## src/design/flash_cmd_defs.svh

```systemverilog
// constants for the serial flash command engine
`ifndef FLASH_CMD_DEFS_SVH
`define FLASH_CMD_DEFS_SVH

// ****************************************
// opcodes
// ****************************************
`define OP_WRITE_ENABLE 8'h06
`define OP_VOL_WRITE_ENABLE 8'h50
`define OP_WRITE_DISABLE 8'h04
`define OP_READ_STATUS_LO 8'h05
`define OP_READ_STATUS_HI 8'h35
`define OP_WRITE_STATUS 8'h01
`define OP_READ 8'h03
`define OP_FAST_READ 8'h0b
`define OP_DUAL_OUT_READ 8'h3b
`define OP_QUAD_OUT_READ 8'h6b
`define OP_DUAL_IO_READ 8'hbb
`define OP_QUAD_IO_READ 8'heb

// ****************************************
// phase lengths in serial clocks
// ****************************************
`define OPCODE_CLOCKS 5'h08
`define ADDR_CLOCKS_SINGLE 5'h18
`define ADDR_CLOCKS_DUAL 5'h0c
`define ADDR_CLOCKS_QUAD 5'h06
`define MODE_CLOCKS_DUAL 5'h04
`define MODE_CLOCKS_QUAD 5'h02
`define DUMMY_CLOCKS_FAST 5'h08
`define DUMMY_CLOCKS_QUAD_IO 5'h04
`define SR_IN_BYTE 5'h08
`define SR_IN_WORD 5'h10
`define SR_IN_LIMIT 5'h11

// ****************************************
// status word layout
// ****************************************
`define SR_RESET 16'h0000
`define SR_WRITE_MASK 16'h7ffc
`define SR_SHORT_CLEAR_MASK 16'h4300
`define SR_QE_BIT 9
`define CONT_MODE_KEY 2'b10

// ****************************************
// timing
// ****************************************
`define CLK_PERIOD_NS 25
`define STATUS_WRITE_DURATION_NS 10000000
`define STATUS_WRITE_CYCLES ((`STATUS_WRITE_DURATION_NS + `CLK_PERIOD_NS - 1) / `CLK_PERIOD_NS)
`define VOLATILE_UPDATE_TIME_NS 50
`define VOLATILE_UPDATE_CYCLES (`VOLATILE_UPDATE_TIME_NS / `CLK_PERIOD_NS)

// ****************************************
// read buffer
// ****************************************
`define FIFO_WIDTH 8
`define FIFO_DEPTH 8

`endif

```

## src/design/flash_cmd_pkg.sv

```systemverilog
// types shared by the serial flash command engine
package flash_cmd_pkg;

    typedef enum logic [2:0] {
        LANE_1 = 3'b001,
        LANE_2 = 3'b010,
        LANE_4 = 3'b100
    } lane_t;

    typedef enum logic [7:0] {
        ST_OPCODE = 8'h01,
        ST_ADDR = 8'h02,
        ST_MODE = 8'h04,
        ST_DUMMY = 8'h08,
        ST_DATA = 8'h10,
        ST_SR_OUT = 8'h20,
        ST_SR_IN = 8'h40,
        ST_IGNORE = 8'h80
    } phase_t;

    typedef struct packed {
        logic suspend;
        logic protect_complement;
        logic [3:0] lock_bits;
        logic quad_pins_enable;
        logic status_protect_upper;
        logic status_protect_lower;
        logic sector_protect;
        logic top_bottom;
        logic [2:0] block_protect;
        logic write_enable_latch;
        logic busy;
    } status_t;

    typedef struct packed {
        logic en;
        logic [23:0] addr;
    } mem_req_t;

endpackage

```

## src/design/read_fifo.sv

```systemverilog
// synchronous fifo with valid/ready on both sides
module read_fifo #(
    parameter int WIDTH = 8,
    parameter int DEPTH = 8
) (
    input wire logic ref_clk,
    input wire logic sys_rst,
    input wire logic clear,
    input wire logic in_valid,
    output logic in_ready,
    input wire logic [WIDTH-1:0] in_data,
    output logic out_valid,
    input wire logic out_ready,
    output logic [WIDTH-1:0] out_data
);
    localparam int AW = $clog2(DEPTH);

    logic [WIDTH-1:0] mem [DEPTH];
    logic [AW-1:0] wr_ptr_reg;
    logic [AW-1:0] rd_ptr_reg;
    logic [AW:0] count_reg;
    logic push;
    logic pop;

    assign in_ready = (count_reg != (AW+1)'(DEPTH));
    assign out_valid = (count_reg != '0);
    assign out_data = mem[rd_ptr_reg];
    assign push = in_valid && in_ready;
    assign pop = out_valid && out_ready;

    always_ff @(posedge ref_clk) begin
        if (push) begin
            mem[wr_ptr_reg] <= in_data;
        end
    end

    always_ff @(posedge ref_clk) begin
        if (sys_rst || clear) begin
            wr_ptr_reg <= '0;
            rd_ptr_reg <= '0;
            count_reg <= '0;
        end else begin
            if (push) begin
                wr_ptr_reg <= (wr_ptr_reg == AW'(DEPTH - 1)) ? '0 : wr_ptr_reg + 1'b1;
            end
            if (pop) begin
                rd_ptr_reg <= (rd_ptr_reg == AW'(DEPTH - 1)) ? '0 : rd_ptr_reg + 1'b1;
            end
            if (push && !pop) begin
                count_reg <= count_reg + 1'b1;
            end else if (pop && !push) begin
                count_reg <= count_reg - 1'b1;
            end
        end
    end

endmodule

```

## src/design/flash_cmd_engine.sv

```systemverilog
// serial flash command engine: status write completion and read commands
`include "flash_cmd_defs.svh"

module flash_cmd_engine
    import flash_cmd_pkg::*;
#(
    parameter int unsigned STATUS_WRITE_CYCLES = `STATUS_WRITE_CYCLES
) (
    input wire logic ref_clk,
    input wire logic sys_rst,
    input wire logic cs_n,
    input wire logic sclk,
    input wire logic [3:0] io_in,
    output logic [3:0] io_out,
    output logic [3:0] io_oe_n,
    input wire logic array_busy,
    output mem_req_t mem_req,
    input wire logic [7:0] mem_rd_data,
    output status_t status_word
);

    // ****************************************
    // pin edge detection
    // ****************************************
    logic cs_prev_reg;
    logic sclk_prev_reg;
    logic cs_rise;
    logic sclk_rise;
    logic sclk_fall;

    always_ff @(posedge ref_clk) begin
        if (sys_rst) begin
            cs_prev_reg <= 1'b1;
            sclk_prev_reg <= 1'b0;
        end else begin
            cs_prev_reg <= cs_n;
            sclk_prev_reg <= sclk;
        end
    end

    assign cs_rise = cs_n && !cs_prev_reg;
    assign sclk_rise = !cs_n && sclk && !sclk_prev_reg;
    assign sclk_fall = !cs_n && !sclk && sclk_prev_reg;

    // ****************************************
    // command state
    // ****************************************
    phase_t phase_reg;
    lane_t lanes_reg;
    logic [7:0] cmd_reg;
    logic cmd_done_reg;
    logic cont_reg;
    logic sr_sel_reg;
    logic [4:0] cnt_reg;
    logic [23:0] rx_reg;
    logic [23:0] rx_next;
    logic [4:0] phase_len;
    logic phase_last;
    logic addr_load;
    logic busy;
    logic qe;
    logic [15:0] sr_reg;
    logic nv_busy_reg;

    assign busy = nv_busy_reg || array_busy;
    assign qe = sr_reg[`SR_QE_BIT];

    // sample one, two or four lanes per rising edge
    always_comb begin
        unique case (lanes_reg)
            LANE_1: rx_next = {rx_reg[22:0], io_in[0]};
            LANE_2: rx_next = {rx_reg[21:0], io_in[1:0]};
            LANE_4: rx_next = {rx_reg[19:0], io_in[3:0]};
        endcase
    end

    always_comb begin
        if (phase_reg == ST_ADDR) begin
            if (lanes_reg == LANE_4) begin
                phase_len = `ADDR_CLOCKS_QUAD;
            end else if (lanes_reg == LANE_2) begin
                phase_len = `ADDR_CLOCKS_DUAL;
            end else begin
                phase_len = `ADDR_CLOCKS_SINGLE;
            end
        end else if (phase_reg == ST_MODE) begin
            phase_len = (lanes_reg == LANE_4) ? `MODE_CLOCKS_QUAD : `MODE_CLOCKS_DUAL;
        end else if (phase_reg == ST_DUMMY) begin
            phase_len = (cmd_reg == `OP_QUAD_IO_READ) ? `DUMMY_CLOCKS_QUAD_IO : `DUMMY_CLOCKS_FAST;
        end else begin
            phase_len = `OPCODE_CLOCKS;
        end
    end

    assign phase_last = ((cnt_reg + 5'h01) == phase_len);
    assign addr_load = sclk_rise && phase_reg == ST_ADDR && phase_last;

    always_ff @(posedge ref_clk) begin
        if (sys_rst) begin
            phase_reg <= ST_OPCODE;
            lanes_reg <= LANE_1;
            cmd_reg <= 8'h00;
            cmd_done_reg <= 1'b0;
            cont_reg <= 1'b0;
            sr_sel_reg <= 1'b0;
            cnt_reg <= 5'h00;
            rx_reg <= 24'h000000;
        end else if (cs_n) begin
            // a kept mode key opens the next frame straight at the address
            cnt_reg <= 5'h00;
            cmd_done_reg <= 1'b0;
            phase_reg <= cont_reg ? ST_ADDR : ST_OPCODE;
            if (!cont_reg) begin
                lanes_reg <= LANE_1;
            end
        end else if (sclk_rise) begin
            rx_reg <= rx_next;
            if (phase_reg == ST_SR_IN) begin
                if (cnt_reg != `SR_IN_LIMIT) begin
                    cnt_reg <= cnt_reg + 5'h01;
                end
            end else if (phase_last) begin
                cnt_reg <= 5'h00;
            end else begin
                cnt_reg <= cnt_reg + 5'h01;
            end
            unique case (phase_reg)
                ST_OPCODE: begin
                    if (phase_last) begin
                        cmd_reg <= rx_next[7:0];
                        cmd_done_reg <= 1'b1;
                        phase_reg <= ST_IGNORE;
                        unique case (rx_next[7:0])
                            `OP_READ_STATUS_LO: begin
                                phase_reg <= ST_SR_OUT;
                                sr_sel_reg <= 1'b0;
                            end
                            `OP_READ_STATUS_HI: begin
                                phase_reg <= ST_SR_OUT;
                                sr_sel_reg <= 1'b1;
                            end
                            `OP_WRITE_STATUS: begin
                                if (!busy) begin
                                    phase_reg <= ST_SR_IN;
                                end
                            end
                            `OP_READ, `OP_FAST_READ, `OP_DUAL_OUT_READ: begin
                                if (!busy) begin
                                    phase_reg <= ST_ADDR;
                                end
                            end
                            `OP_QUAD_OUT_READ: begin
                                if (!busy && qe) begin
                                    phase_reg <= ST_ADDR;
                                end
                            end
                            `OP_DUAL_IO_READ: begin
                                if (!busy) begin
                                    phase_reg <= ST_ADDR;
                                    lanes_reg <= LANE_2;
                                end
                            end
                            `OP_QUAD_IO_READ: begin
                                if (!busy && qe) begin
                                    phase_reg <= ST_ADDR;
                                    lanes_reg <= LANE_4;
                                end
                            end
                            default: begin
                                phase_reg <= ST_IGNORE;
                            end
                        endcase
                    end
                end
                ST_ADDR: begin
                    if (phase_last) begin
                        if (cmd_reg == `OP_DUAL_IO_READ || cmd_reg == `OP_QUAD_IO_READ) begin
                            phase_reg <= ST_MODE;
                        end else if (cmd_reg == `OP_READ) begin
                            phase_reg <= ST_DATA;
                        end else begin
                            phase_reg <= ST_DUMMY;
                        end
                    end
                end
                ST_MODE: begin
                    if (phase_last) begin
                        // only bits 5:4 of the mode byte matter
                        cont_reg <= (rx_next[5:4] == `CONT_MODE_KEY);
                        phase_reg <= (lanes_reg == LANE_4) ? ST_DUMMY : ST_DATA;
                    end
                end
                ST_DUMMY: begin
                    if (phase_last) begin
                        phase_reg <= ST_DATA;
                        if (cmd_reg == `OP_DUAL_OUT_READ) begin
                            lanes_reg <= LANE_2;
                        end else if (cmd_reg == `OP_QUAD_OUT_READ) begin
                            lanes_reg <= LANE_4;
                        end
                    end
                end
                ST_DATA, ST_SR_OUT, ST_SR_IN, ST_IGNORE: begin
                end
            endcase
        end
    end

    // ****************************************
    // status word and write cycles
    // ****************************************
    logic wel_reg;
    logic vol_en_reg;
    logic vol_pend_reg;
    logic [31:0] timer_reg;
    logic [15:0] sr_pending_reg;
    logic [15:0] sr_candidate;
    logic [15:0] sr_merged;
    logic sr_len_ok;

    assign sr_len_ok = (cnt_reg == `SR_IN_BYTE) || (cnt_reg == `SR_IN_WORD);
    // the first data byte always lands in the low half
    assign sr_candidate = (cnt_reg == `SR_IN_BYTE) ?
        ({sr_reg[15:8], rx_reg[7:0]} & ~`SR_SHORT_CLEAR_MASK) : {rx_reg[7:0], rx_reg[15:8]};
    assign sr_merged = (sr_reg & ~`SR_WRITE_MASK) | (sr_candidate & `SR_WRITE_MASK);

    always_ff @(posedge ref_clk) begin
        if (sys_rst) begin
            sr_reg <= `SR_RESET;
            sr_pending_reg <= `SR_RESET;
            wel_reg <= 1'b0;
            vol_en_reg <= 1'b0;
            nv_busy_reg <= 1'b0;
            vol_pend_reg <= 1'b0;
            timer_reg <= 32'h00000000;
        end else begin
            if (nv_busy_reg) begin
                if (timer_reg == STATUS_WRITE_CYCLES - 1) begin
                    sr_reg <= sr_pending_reg;
                    nv_busy_reg <= 1'b0;
                    wel_reg <= 1'b0;
                end else begin
                    timer_reg <= timer_reg + 32'h00000001;
                end
            end else if (vol_pend_reg) begin
                if (timer_reg == `VOLATILE_UPDATE_CYCLES - 1) begin
                    sr_reg <= sr_pending_reg;
                    vol_pend_reg <= 1'b0;
                end else begin
                    timer_reg <= timer_reg + 32'h00000001;
                end
            end
            if (cs_rise && cmd_done_reg && !busy && !vol_pend_reg) begin
                if (cmd_reg == `OP_WRITE_ENABLE) begin
                    wel_reg <= 1'b1;
                end else if (cmd_reg == `OP_WRITE_DISABLE) begin
                    wel_reg <= 1'b0;
                    vol_en_reg <= 1'b0;
                end else if (cmd_reg == `OP_VOL_WRITE_ENABLE) begin
                    vol_en_reg <= 1'b1;
                end else if (cmd_reg == `OP_WRITE_STATUS && sr_len_ok) begin
                    sr_pending_reg <= sr_merged;
                    timer_reg <= 32'h00000000;
                    if (wel_reg) begin
                        nv_busy_reg <= 1'b1;
                    end else if (vol_en_reg) begin
                        vol_pend_reg <= 1'b1;
                        vol_en_reg <= 1'b0;
                    end
                end
            end
        end
    end

    // busy and latch overlay the stored word; the view lags one cycle
    always_ff @(posedge ref_clk) begin
        if (sys_rst) begin
            status_word <= status_t'(`SR_RESET);
        end else begin
            status_word <= status_t'({sr_reg[15:2], wel_reg, busy});
        end
    end

    // ****************************************
    // array prefetch into the read buffer
    // ****************************************
    logic fetch_active_reg;
    logic fetch_pending_reg;
    logic fetch_ret_reg;
    logic [23:0] fetch_addr_reg;
    logic fifo_clear;
    logic fifo_in_ready;
    logic fifo_out_valid;
    logic fifo_pop;
    logic [7:0] fifo_out_data;

    assign fifo_clear = cs_n || addr_load;

    always_ff @(posedge ref_clk) begin
        if (sys_rst) begin
            fetch_active_reg <= 1'b0;
            fetch_pending_reg <= 1'b0;
            fetch_ret_reg <= 1'b0;
            fetch_addr_reg <= 24'h000000;
            mem_req <= '0;
        end else begin
            fetch_pending_reg <= 1'b0;
            fetch_ret_reg <= fetch_pending_reg;
            mem_req.en <= 1'b0;
            if (cs_n) begin
                fetch_active_reg <= 1'b0;
            end else if (addr_load) begin
                fetch_active_reg <= 1'b1;
                fetch_addr_reg <= rx_next;
            end else if (fetch_active_reg && !fetch_pending_reg && !fetch_ret_reg && fifo_in_ready) begin
                // the answer lands a cycle after the request; one in flight keeps a slot free
                mem_req.en <= 1'b1;
                mem_req.addr <= fetch_addr_reg;
                fetch_addr_reg <= fetch_addr_reg + 24'h000001;
                fetch_pending_reg <= 1'b1;
            end
        end
    end

    read_fifo #(
        .WIDTH(`FIFO_WIDTH),
        .DEPTH(`FIFO_DEPTH)
    ) u_read_fifo (
        .ref_clk(ref_clk),
        .sys_rst(sys_rst),
        .clear(fifo_clear),
        .in_valid(fetch_ret_reg && fetch_active_reg),
        .in_ready(fifo_in_ready),
        .in_data(mem_rd_data),
        .out_valid(fifo_out_valid),
        .out_ready(fifo_pop),
        .out_data(fifo_out_data)
    );

    // ****************************************
    // output shifter
    // ****************************************
    logic [7:0] out_byte_reg;
    logic [2:0] out_left_reg;
    logic [7:0] tx_byte;
    logic [7:0] new_byte;
    logic out_phase;

    assign out_phase = (phase_reg == ST_DATA) || (phase_reg == ST_SR_OUT);
    assign fifo_pop = sclk_fall && phase_reg == ST_DATA && out_left_reg == 3'h0;
    // an empty buffer reads as all ones: the serial clock must leave time to prefetch
    assign new_byte = (phase_reg == ST_SR_OUT) ?
        (sr_sel_reg ? status_word[15:8] : status_word[7:0]) :
        (fifo_out_valid ? fifo_out_data : 8'hff);
    assign tx_byte = (out_left_reg == 3'h0) ? new_byte : out_byte_reg;

    always_ff @(posedge ref_clk) begin
        if (sys_rst) begin
            io_out <= 4'h0;
            io_oe_n <= 4'hf;
            out_byte_reg <= 8'h00;
            out_left_reg <= 3'h0;
        end else if (cs_n) begin
            io_oe_n <= 4'hf;
            out_left_reg <= 3'h0;
        end else if (sclk_fall && out_phase) begin
            if (phase_reg == ST_SR_OUT || lanes_reg == LANE_1) begin
                io_out <= {2'b00, tx_byte[7], 1'b0};
                io_oe_n <= 4'hd;
                out_byte_reg <= {tx_byte[6:0], 1'b0};
                out_left_reg <= (out_left_reg == 3'h0) ? 3'h7 : out_left_reg - 3'h1;
            end else if (lanes_reg == LANE_2) begin
                io_out <= {2'b00, tx_byte[7:6]};
                io_oe_n <= 4'hc;
                out_byte_reg <= {tx_byte[5:0], 2'b00};
                out_left_reg <= (out_left_reg == 3'h0) ? 3'h3 : out_left_reg - 3'h1;
            end else begin
                io_out <= tx_byte[7:4];
                io_oe_n <= 4'h0;
                out_byte_reg <= {tx_byte[3:0], 4'h0};
                out_left_reg <= (out_left_reg == 3'h0) ? 3'h1 : out_left_reg - 3'h1;
            end
        end else if (!out_phase) begin
            io_oe_n <= 4'hf;
        end
    end

endmodule

```

## config.mk

```make
export PLATFORM = sky130hd
export DESIGN_NAME = flash_cmd_engine
export DESIGN_NICKNAME = d
export VERILOG_FILES = /design/src/design/flash_cmd_pkg.sv /design/src/design/read_fifo.sv /design/src/design/flash_cmd_engine.sv
export VERILOG_INCLUDE_DIRS = /design/src /design/src/design
export SDC_FILE = /design/constraint.sdc
export NUM_CORES = 1
export LEC_CHECK = 0
export BUFFER_PORTS_ARGS = -buffer_cell sky130_fd_sc_hd__buf_2
export CORE_MARGIN = 2
export CORE_UTILIZATION = 61
export CTS_CLUSTER_DIAMETER = 30
export CTS_CLUSTER_SIZE = 16
export DETAILED_ROUTE_END_ITERATION = 7
export GPL_ROUTABILITY_DRIVEN = 0
export PLACE_DENSITY = 0.79
export SYNTH_ARGS = -nofsm -noshare
export SYNTH_HDL_FRONTEND = slang
export SYNTH_SLANG_ARGS = --single-unit
```

## constraint.sdc

```tcl
create_clock -name ref_clk -period 3.6 [get_ports ref_clk]
set_input_delay 0 -clock ref_clk [delete_from_list [all_inputs] [get_ports ref_clk]]
set_output_delay 0 -clock ref_clk [all_outputs]
set_load 0.03 [all_outputs]
```

==> flow_summary.toml, run 1 <==
[routing]
antenna_left = 0
drc = 0
wl_mm = 32.75
first_iter_violations = 1027
firstDrtPassIters = 6
wire_per_inst_um = 19.17
via_per_inst = 6.193
vias = 10580

[logic_synthesis]
syn-cell-area_um2 = 12730
synth-edff-count = 64
synth-seq-cells = 277
async_reset_ff_frac = 0
synth_cell_types = 73
synth-main-ff-cell = "dfxtp_1"
netlist_instances = 1324
yosysSeqAreaShare = 0.4859
yosysWarnings = 0
syn_nets = 1357
avgSynthCellArea_um2 = 9.616

[flow_run]
cap_violations = 0

[cts]
clk_latency_ns = 0.54
htreeDepth = 2
cts.sinks = 277
ctsLongestPathBuffers = 3
cts-root-buf = "clkbuf_16"
cts_tree = "done"
cts_buffers = 47
path_clk_slew_ns = 0.05
post_cts_resized = 0

[critical_path]
crit_slowest_cell = "a21boi_4"
path_class = "register to register"
worstPathRequired_ns = 3.99
cp-start-kind = "register"
crit_chain = "or4_4, nor4_2, o22ai_1, xor2_1, a2111oi_4, buf_4, a21boi_4, mux2i_1, nor2_1"
slowest_delay_ns = 0.77
crit_fanout = 25
cp_data_arrival_time_ns = 3.88
end_kind = "register"

[sta]
worst_slew_pin_slew_ns = 1.039
tns_ns = 0
slew_violations = 0
rsz0062_at_grt = "no"
clock.fmax_mhz = 286.4
period_minus_slack_ns = 3.492
slew_headroom = 0.3074
hold_viol = 0
period_share = 0.9700
fin_skew_ns = 0.01697
setup_violations = 0

[grt]
grt_antenna_before_repair = 0
grt_pass1_wl_mm = 53.05
grt_max_degree = 76
grtUsageTotal = 0.2969
grt_pass1_vias = 10240
grt_overflow = 0

[pwr]
power_switching_w = 0.001643
power_frac_seq = 0.392
ir_worst_vdd_uv = 314.3
total_power_w = 0.008139
leakagePower_nw = 5.549
power.density_nw_per_um2 = 536.3
pwr-share-comb = 0.017
internal_power_w = 0.006497
swShare = 0.2018
p_clk_frac = 0.591

[cells_and_area]
areaGrowthSynthToFinish_pct = 19.20
layout-drive-gt1-share = 0.1537
largest_reg_flops = 64
fin_nets = 1434
diodes = 0

[die]
coreArea_um2 = 20360
rows = 52
io_pins = 66
dieArea_um2 = 22040
initial_core_util = 0.6252
die_w_um = 148.5
die_h_um = 148.5

[place]
numPortBuffers = 65
place.detailed.hpwl_mm = 20.56

[hold_path]
hold_class = "input pin to register"

[status]
status = "finished, final reports clean"
==> power by group through the flow <==
stage / Clock [W] / Combinational, W / Sequential, W
floorplan: 0 / 0.0000708 / 0.00325
global placement: 0 / 0.000122 / 0.00325
detailed placement: 0 / 0.000123 / 0.00325
CTS: 0.00484 / 0.000134 / 0.00319
global route: 0.00500 / 0.000148 / 0.00319
finish: 0.00481 / 0.000138 / 0.00319
==> final cells by class <==
class	instances	area [um2]
Clock inverter	26	392.9
Multi-Input combinational cell	941	6150
Inverter	27	101.3
Fill cell	1402	5189
Timing Repair Buffer	107	673.1
Clock buffer	60	1335
Tap cell	270	337.8
Sequential cell	277	6186
==> per-stage QoR <==
step | cell area (um2) | instances | hold slack (ns) | setup slack, ns | util
floorplan | 12730 | 1324 | 0.09887 | 0.6955 | -
global placement | 13330 | 1610 | 0.2690 | 0.3133 | 0.6545
detailed placement | 13330 | 1610 | 0.2718 | 0.2392 | 0.6545
CTS | 15180 | 1708 | 0.03845 | 0.2052 | 0.7452
global route | 15180 | 1708 | 0.06439 | 0.007188 | 0.7452
finish | 15180 | 1708 | 0.06348 | 0.1082 | 0.7452
==> per-layer routing <==
metal  GRT usage  wire length (um)  vias up
met3     0.06258              2488       93
met1      0.3909             13600     5039
li1            -                 -     4979
met4      0.1100              1102        0
met2      0.4859             15550      467
met5           0                 0        -
==> kinds of logic (layout without fill, tap and decap cells) <==
group | count (synthesis) | count (layout) | share of synthesized area
AO/OA/AOI/OAI | 268 | 268 | 0.1410
XOR/XNOR | 46 | 46 | 0.03165
adder cells (fa/ha/maj) | 16 | 16 | 0.01631
buffers and inverters | 106 | 220 | 0.03302
flip-flops | 277 | 277 | 0.4859
multiplexers | 107 | 107 | 0.1002
AND/OR/NAND/NOR | 504 | 504 | 0.1918
==> layout by cell type, fill, tap and decap left out, types with 11 or more instances in the layout <==
master / synthesis / final
nand3_1: 48 / 48
edfxtp_1: 64 / 64
a21oi_1: 93 / 92
buf_4: 4 / 31
a211oi_1: 17 / 17
a22oi_1: 11 / 11
mux2i_1: 87 / 87
dlygate4sd3_1: 0 / 12
nor3_1: 30 / 30
nor4_1: 15 / 15
clkbuf_16: 0 / 52
nor2b_1: 22 / 22
nor2_1: 181 / 181
xor2_1: 28 / 28
buf_2: 6 / 64
o22a_1: 33 / 33
nand2_1: 101 / 101
mux4_2: 16 / 16
or3_1: 11 / 11
dfxtp_1: 213 / 213
o21ai_0: 30 / 30
o22ai_1: 19 / 19
nand2b_1: 17 / 17
inv_1: 25 / 25
xnor2_1: 18 / 18
nand4_1: 22 / 22
ha_1: 15 / 15
and3_1: 12 / 12
==> Yosys cell counts, types with 28 or more instances <==
cell type,instances,share of area
a21oi_1,93,0.037
clkbuf_1,63,0.019
dfxtp_1,213,0.33
edfxtp_1,64,0.15
mux2i_1,87,0.068
nand2_1,101,0.030
nand3_1,48,0.019
nor2_1,181,0.053
nor3_1,30,0.012
o21ai_0,30,0.012
o22a_1,33,0.023
xor2_1,28,0.019
==> final timing paths <==
check | to | depth (start not counted) | slack (ns) | start
worst max-delay path | mem_req[22] | 9 | 0.11 | phase_reg[4]
worst max register to register | mem_req[22] | 9 | 0.11 | phase_reg[4]
worst min register to register | io_out[0] | 2 | 0.46 | io_out[0]
worst min-delay path | fetch_addr_reg[18] | 4 | 0.06 | cs_n
==> worst max-delay path, delay by kind of cell, from the launching register on <==
family	cells	cell delay (ns)
mux	1	0.28
xor+xnor	1	0.39
simple gates	3	1.08
flops	1	0.37
buf+inv	1	0.18
compound gates	3	1.03
==> what timing repair did <==
action | CTS | global route
endpoints found under the hold margin | 74 | 0
setup buffers | 0 | 0
hold buffers | 12 | 0
(Power assumes the default switching activity.)
==> run 2, diff against run 1 <==
--- a/config.mk
+++ b/config.mk
@@ -8,12 +8,13 @@
 export LEC_CHECK = 0
 export BUFFER_PORTS_ARGS = -buffer_cell sky130_fd_sc_hd__buf_2
 export CORE_MARGIN = 2
-export CORE_UTILIZATION = 61
+export CORE_UTILIZATION = 60
+export CTS_BUF_LIST = sky130_fd_sc_hd__clkbuf_8
 export CTS_CLUSTER_DIAMETER = 30
 export CTS_CLUSTER_SIZE = 16
 export DETAILED_ROUTE_END_ITERATION = 7
 export GPL_ROUTABILITY_DRIVEN = 0
-export PLACE_DENSITY = 0.79
+export PLACE_DENSITY = 0.78
 export SYNTH_ARGS = -nofsm -noshare
 export SYNTH_HDL_FRONTEND = slang
 export SYNTH_SLANG_ARGS = --single-unit
==> run 2 against run 1 <==
  * Routed wire length shrank 5.4%
  * Setup slack improved by 0.093 ns
  * Fmax is 2.7% higher
  * Combinational power about the same
  * Count of clock-buffer cells in the layout is 10 higher
  * Via count fell by 0.78%
  * Non-clock buffer count rose by 2
  * Highest routed layer unchanged
  * Hold slack got worse by 0.0069 ns
  * Critical path type unchanged
  * Cell area fell by 3.2%
==> flow_summary.toml, run 2 (synthesized netlist as in run 1, its figures left out) <==
[status]
status = "finished, final reports clean"

[routing]
drc = 0
antenna_left = 0
wire_per_inst_um = 17.98
vias = 10500
via_per_inst = 6.091
firstDrtPassIters = 7
first_iter_violations = 1027
wl_mm = 30.97

[pwr]
power_switching_w = 0.001483
leakagePower_nw = 5.343
internal_power_w = 0.005265
p_clk_frac = 0.507
pwr-share-comb = 0.020
swShare = 0.2198
power_frac_seq = 0.472
power.density_nw_per_um2 = 459.5
ir_worst_vdd_uv = 442.4

[sta]
rsz0062_at_grt = "no"
fin_skew_ns = 0.02258
hold_slack_ns = 0.05662
tns_ns = 0
period_minus_slack_ns = 3.399
hold_viol = 0
slew_headroom = 0.3079
setup_violations = 0
clock.fmax_mhz = 294.2
worst_slew_pin_slew_ns = 1.036
slew_violations = 0
period_share = 0.9440

[critical_path]
cp_data_arrival_time_ns = 3.86
crit_fanout = 14
path_delay_family = "simple AND/OR/NAND/NOR gates"
regToRegSetupSlack_ns = 0.20
crit_buf_inv = 0
worstPathRequired_ns = 4.06
crit_chain = "or4_4, nor4_2, or2_2, nand4_2, a2111oi_4, nand2_2, mux2_1, o221a_1"
end_kind = "register"
slowest_delay_ns = 0.66
cp-start-kind = "register"
path_class = "register to register"
crit_slowest_cell = "a2111oi_4"

[cells_and_area]
mostFrequentLayoutCells = "dfxtp_1 (213), nor2_1 (181), nand2_1 (101)"
fin_cells = 1723
final_common_cell = "dfxtp_1"
largest_reg_flops = 64
areaGrowthSynthToFinish_pct = 15.36
layout-drive-gt1-share = 0.1609
fill_cells = 1615
diodes = 0
fin_util = 0.7009
fin_nets = 1441

[grt]
grt_max_degree = 69
grt_overflow = 0
grt_pass1_wl_mm = 50.09
grt_antenna_before_repair = 0
grtUsageTotal = 0.2780
grt_pass1_vias = 9846

[cts]
path_clk_slew_ns = 0.06
ctsHoldBuffers = 13
cts-root-buf = "clkbuf_8"
cts_buffers = 52
ctsLongestPathBuffers = 3
cts_tree = "done"
htreeDepth = 2
post_cts_resized = 0
cts.sinks = 277
clk_latency_ns = 0.57
cts_setup_buffers = 0

[die]
io_pins = 66
die_w_um = 149.7
coreArea_um2 = 20960
rows = 53
dieArea_um2 = 22400
initial_core_util = 0.6075
die_h_um = 149.7

[place]
dpl.cell_count = 1616
numPortBuffers = 65
place.detailed.hpwl_mm = 20.72

[flow_run]
cap_violations = 0

[hold_path]
hold_class = "input pin to register"
run 2: cell types whose count changed in the layout (fill, tap and decap cells not counted), moves of 2 or more:
cell | previous run | this run
clkinvlp_4 | 2 | 4
clkbuf_8 | 0 | 70
clkinv_4 | 3 | 5
clkinv_2 | 10 | 3
clkbuf_1 | 7 | 0
inv_1 | 25 | 29
bufinv_16 | 9 | 4
clkbuf_16 | 52 | 0
inv_4 | 0 | 3
run 2: final cells by class:
cell class	instances	area (um2)	share of cell area
sequential	277	6186	0.4212
clock inverter	24	251.5	0.01712
multi-input combinational	941	6150	0.4187
inverter	27	101.3	0.006901
clock buffer	70	963.4	0.06560
timing repair buffer	109	690.7	0.04703
tap	275	344.1	0.02343
run 2: worst paths after layout:
kind | startpoint | end | cells past startpoint
max | phase_reg[4] | fetch_addr_reg[3] | 8
min | sys_rst | fetch_addr_reg[3] | 4
max reg2reg | phase_reg[4] | fetch_addr_reg[3] | 8
min reg2reg | out_left_reg[1] | out_left_reg[1] | 2
run 2: metrics by stage:
| step | cell area [um2] | setup WS (ns) | power, W |
|---|---|---|---|
| after global routing | 14690 | 0.01013 | 0.006966 |
| after floorplan | 12730 | 0.6955 | 0.003324 |
| after detailed placement | 13340 | 0.2088 | 0.003376 |
| final | 14690 | 0.2015 | 0.006748 |
| after global placement | 13340 | 0.3422 | 0.003375 |
| after CTS | 14690 | 0.2089 | 0.006786 |
run 2: worst min-delay path: stages:
cell      delay, ns
buf_4          0.12
clkinv_1       0.08
buf_4          0.23
o221a_1        0.14
run 2: power by group through the flow:
| stage | sequential [W] | combinational, W | clock [W] |
|---|---|---|---|
| floorplan | 0.00325 | 0.0000708 | 0 |
| global placement | 0.00325 | 0.000123 | 0 |
| detailed placement | 0.00325 | 0.000123 | 0 |
| CTS | 0.00319 | 0.000135 | 0.00347 |
| global route | 0.00318 | 0.000147 | 0.00363 |
| finish | 0.00319 | 0.000138 | 0.00342 |
run 2: routing by layer:
layer / track usage / up-vias / share of wire / wire (um)
met5: 0 / - / 0 / 0
met2: 0.4399 / 403 / 0.46 / 14190
met4: 0.1071 / 0 / 0.028 / 881
met3: 0.05030 / 63 / 0.070 / 2172
met1: 0.3818 / 5025 / 0.44 / 13730
li1: - / 5004 / - / -
==> run 3, diff against run 2 <==
--- a/config.mk
+++ b/config.mk
@@ -17,4 +17,5 @@
 export PLACE_DENSITY = 0.78
 export SYNTH_ARGS = -nofsm -noshare
 export SYNTH_HDL_FRONTEND = slang
+export SYNTH_HIERARCHICAL = 1
 export SYNTH_SLANG_ARGS = --single-unit
==> run 3 against run 2 <==
  * Synthesized area is 1.7% higher
  * Routed wire length shrank 1.1%
  * Utilization grew 0.86 points
  * Count of clock-buffer cells in the layout is 9 lower
  * Cell count is essentially flat
  * Cell area grew 1.9%
  * First-iteration DRC count down 19%
==> flow_summary.toml, run 3 <==
[sta]
slew_headroom = 0.2395
fin_skew_ns = 0.02540
setup_violations = 0
slew_violations = 0
clock.fmax_mhz = 309.4
tns_ns = 0
period_minus_slack_ns = 3.232
period_share = 0.8978
hold_viol = 0
worst_slew_pin_slew_ns = 1.141
rsz0062_at_grt = "no"

[cells_and_area]
fin_cells = 1724
layout-drive-gt1-share = 0.1615
postLayoutCellArea_um2 = 14960
mostFrequentLayoutCells = "dfxtp_1 (213), nor2_1 (161), nand2_1 (129)"
fin_util = 0.7095
diodes = 0
final_common_cell = "dfxtp_1"
areaGrowthSynthToFinish_pct = 15.60
fill_cells = 1550
largest_reg_flops = 64
fin_nets = 1438

[status]
status = "finished, final reports clean"

[routing]
drc = 0
firstDrtPassIters = 5
vias = 10210
antenna_left = 0
wl_mm = 30.64
wire_per_inst_um = 17.77
first_iter_violations = 830
via_per_inst = 5.921

[pwr]
leakagePower_nw = 5.321
total_power_w = 0.006934
power.density_nw_per_um2 = 463.5
ir_worst_vdd_uv = 461.2

[logic_synthesis]
synth-main-ff-cell = "dfxtp_1"
syn_nets = 1349
avgSynthCellArea_um2 = 9.835
synth_cell_types = 82
synth-edff-count = 64
netlist_instances = 1316
async_reset_ff_frac = 0
yosysSeqAreaShare = 0.4780
synth-seq-cells = 277
synth.area.top_cells = "dfxtp_1 (33%), edfxtp_1 (15%), mux2i_1 (4.9%)"
synthTopCellsByCount = "dfxtp_1 (213), nor2_1 (162), nand2_1 (129)"
synth_top_area_cell = "dfxtp_1"
syn-cell-area_um2 = 12940
yosysMostFrequentCell = "dfxtp_1"
yosysWarnings = 6
yosysTopAreaCellShare = 0.3295

[critical_path]
cp_data_arrival_time_ns = 3.68
end_kind = "register"
r2r-start = "lanes_reg[2]"
crit_fanout = 46
path_class = "register to register"
cp-start-kind = "register"
path_common_cell = "nand4_1"
slowest_delay_ns = 0.74
worstPathRequired_ns = 4.05
crit_chain = "or3b_1, nand4_1, xnor2_1, nand4_1, a2111oi_4, buf_12, nor3_4, buf_4, mux2i_1"
startpoint = "lanes_reg[2]"
crit_slowest_cell = "dfxtp_1"

[cts]
ctsLongestPathBuffers = 3
cts_buffers = 55
cts_tree = "done"
cts.sinks = 277
htreeDepth = 2
cts-root-buf = "clkbuf_8"
path_clk_slew_ns = 0.05
clk_latency_ns = 0.59
post_cts_resized = 0
cts_setup_buffers = 0
ctsHoldBuffers = 15

[grt]
grt_pass1_wl_mm = 49.44
grt_pass1_vias = 9758
grt_antenna_before_repair = 0
grt_max_degree = 55
grt_overflow = 0
grtUsageTotal = 0.2724

[die]
initial_core_util = 0.6137
dieArea_um2 = 22760
io_pins = 66
coreArea_um2 = 21090
die_w_um = 150.9
rows = 53
die_h_um = 150.9

[hold_path]
hold_class = "input pin to register"
hold_start = "io_in[2]"

[flow_run]
cap_violations = 0

[place]
numPortBuffers = 65
dpl.cell_count = 1608
place.detailed.hpwl_mm = 20.28
place_area_um2 = 13550
[run 3: report_power, final]
group / total [W] / internal, W / switching [W]
logic: 0.000161 / 0.0000506 / 0.000110
clock network: 0.00356 / 0.00216 / 0.00140
registers: 0.00321 / 0.00319 / 0.0000209
[run 3: cells by family (layout without fill, tap and decap cells)]
| family | after synthesis | count (layout) | synth area share |
|---|---|---|---|
| fa+ha+maj | 16 | 16 | 0.01605 |
| buf+inv | 105 | 238 | 0.03500 |
| flops | 277 | 277 | 0.4780 |
| mux | 94 | 94 | 0.09387 |
| simple gates | 537 | 537 | 0.2104 |
| xor+xnor | 65 | 65 | 0.04399 |
| compound gates | 222 | 222 | 0.1228 |
[run 3: final timing paths]
| path | to | slack, ns | depth (start not counted) |
|---|---|---|---|
| worst max-delay path | mem_req[2] | 0.37 | 9 |
| worst min-delay path | rx_reg[2] | 0.11 | 6 |
| worst max register to register | mem_req[2] | 0.37 | 9 |
| worst min register to register | mem_req[19] | 0.45 | 2 |
[run 3: stage by stage]
stage,hold WS [ns],setup WS (ns)
finish,0.1076,0.3680
global route,0.1396,0.1096
CTS,0.08019,0.3900
detailed placement,0.2735,0.4082
global placement,0.2674,0.5102
floorplan,0.09887,0.6412
[run 3: worst max-delay path: cells and delay by family, from the launching register on]
| family | cells | cell delay, ns |
|---|---|---|
| AO/OA/AOI/OAI | 1 | 0.51 |
| XOR/XNOR | 1 | 0.14 |
| buffers and inverters | 2 | 0.54 |
| flip-flops | 1 | 0.74 |
| multiplexers | 1 | 0.17 |
| AND/OR/NAND/NOR | 4 | 0.97 |
[run 3: cell type report]
type,count,area [um2],area share
multi-input cells,934,6336,0.4235
repair buffers,114,745.7,0.04984
inverters,23,86.33,0.005770
flip-flops and latches,277,6186,0.4134
well taps,275,344.1,0.02300
clock inverters,40,424.2,0.02835
clock buffers,61,839.6,0.05611
[run 3: per-layer routing]
layer | part of all wire | global-route usage
met5 | 0 | 0
met1 | 0.43 | 0.3506
met4 | 0.030 | 0.1042
met3 | 0.067 | 0.06145
met2 | 0.47 | 0.4495
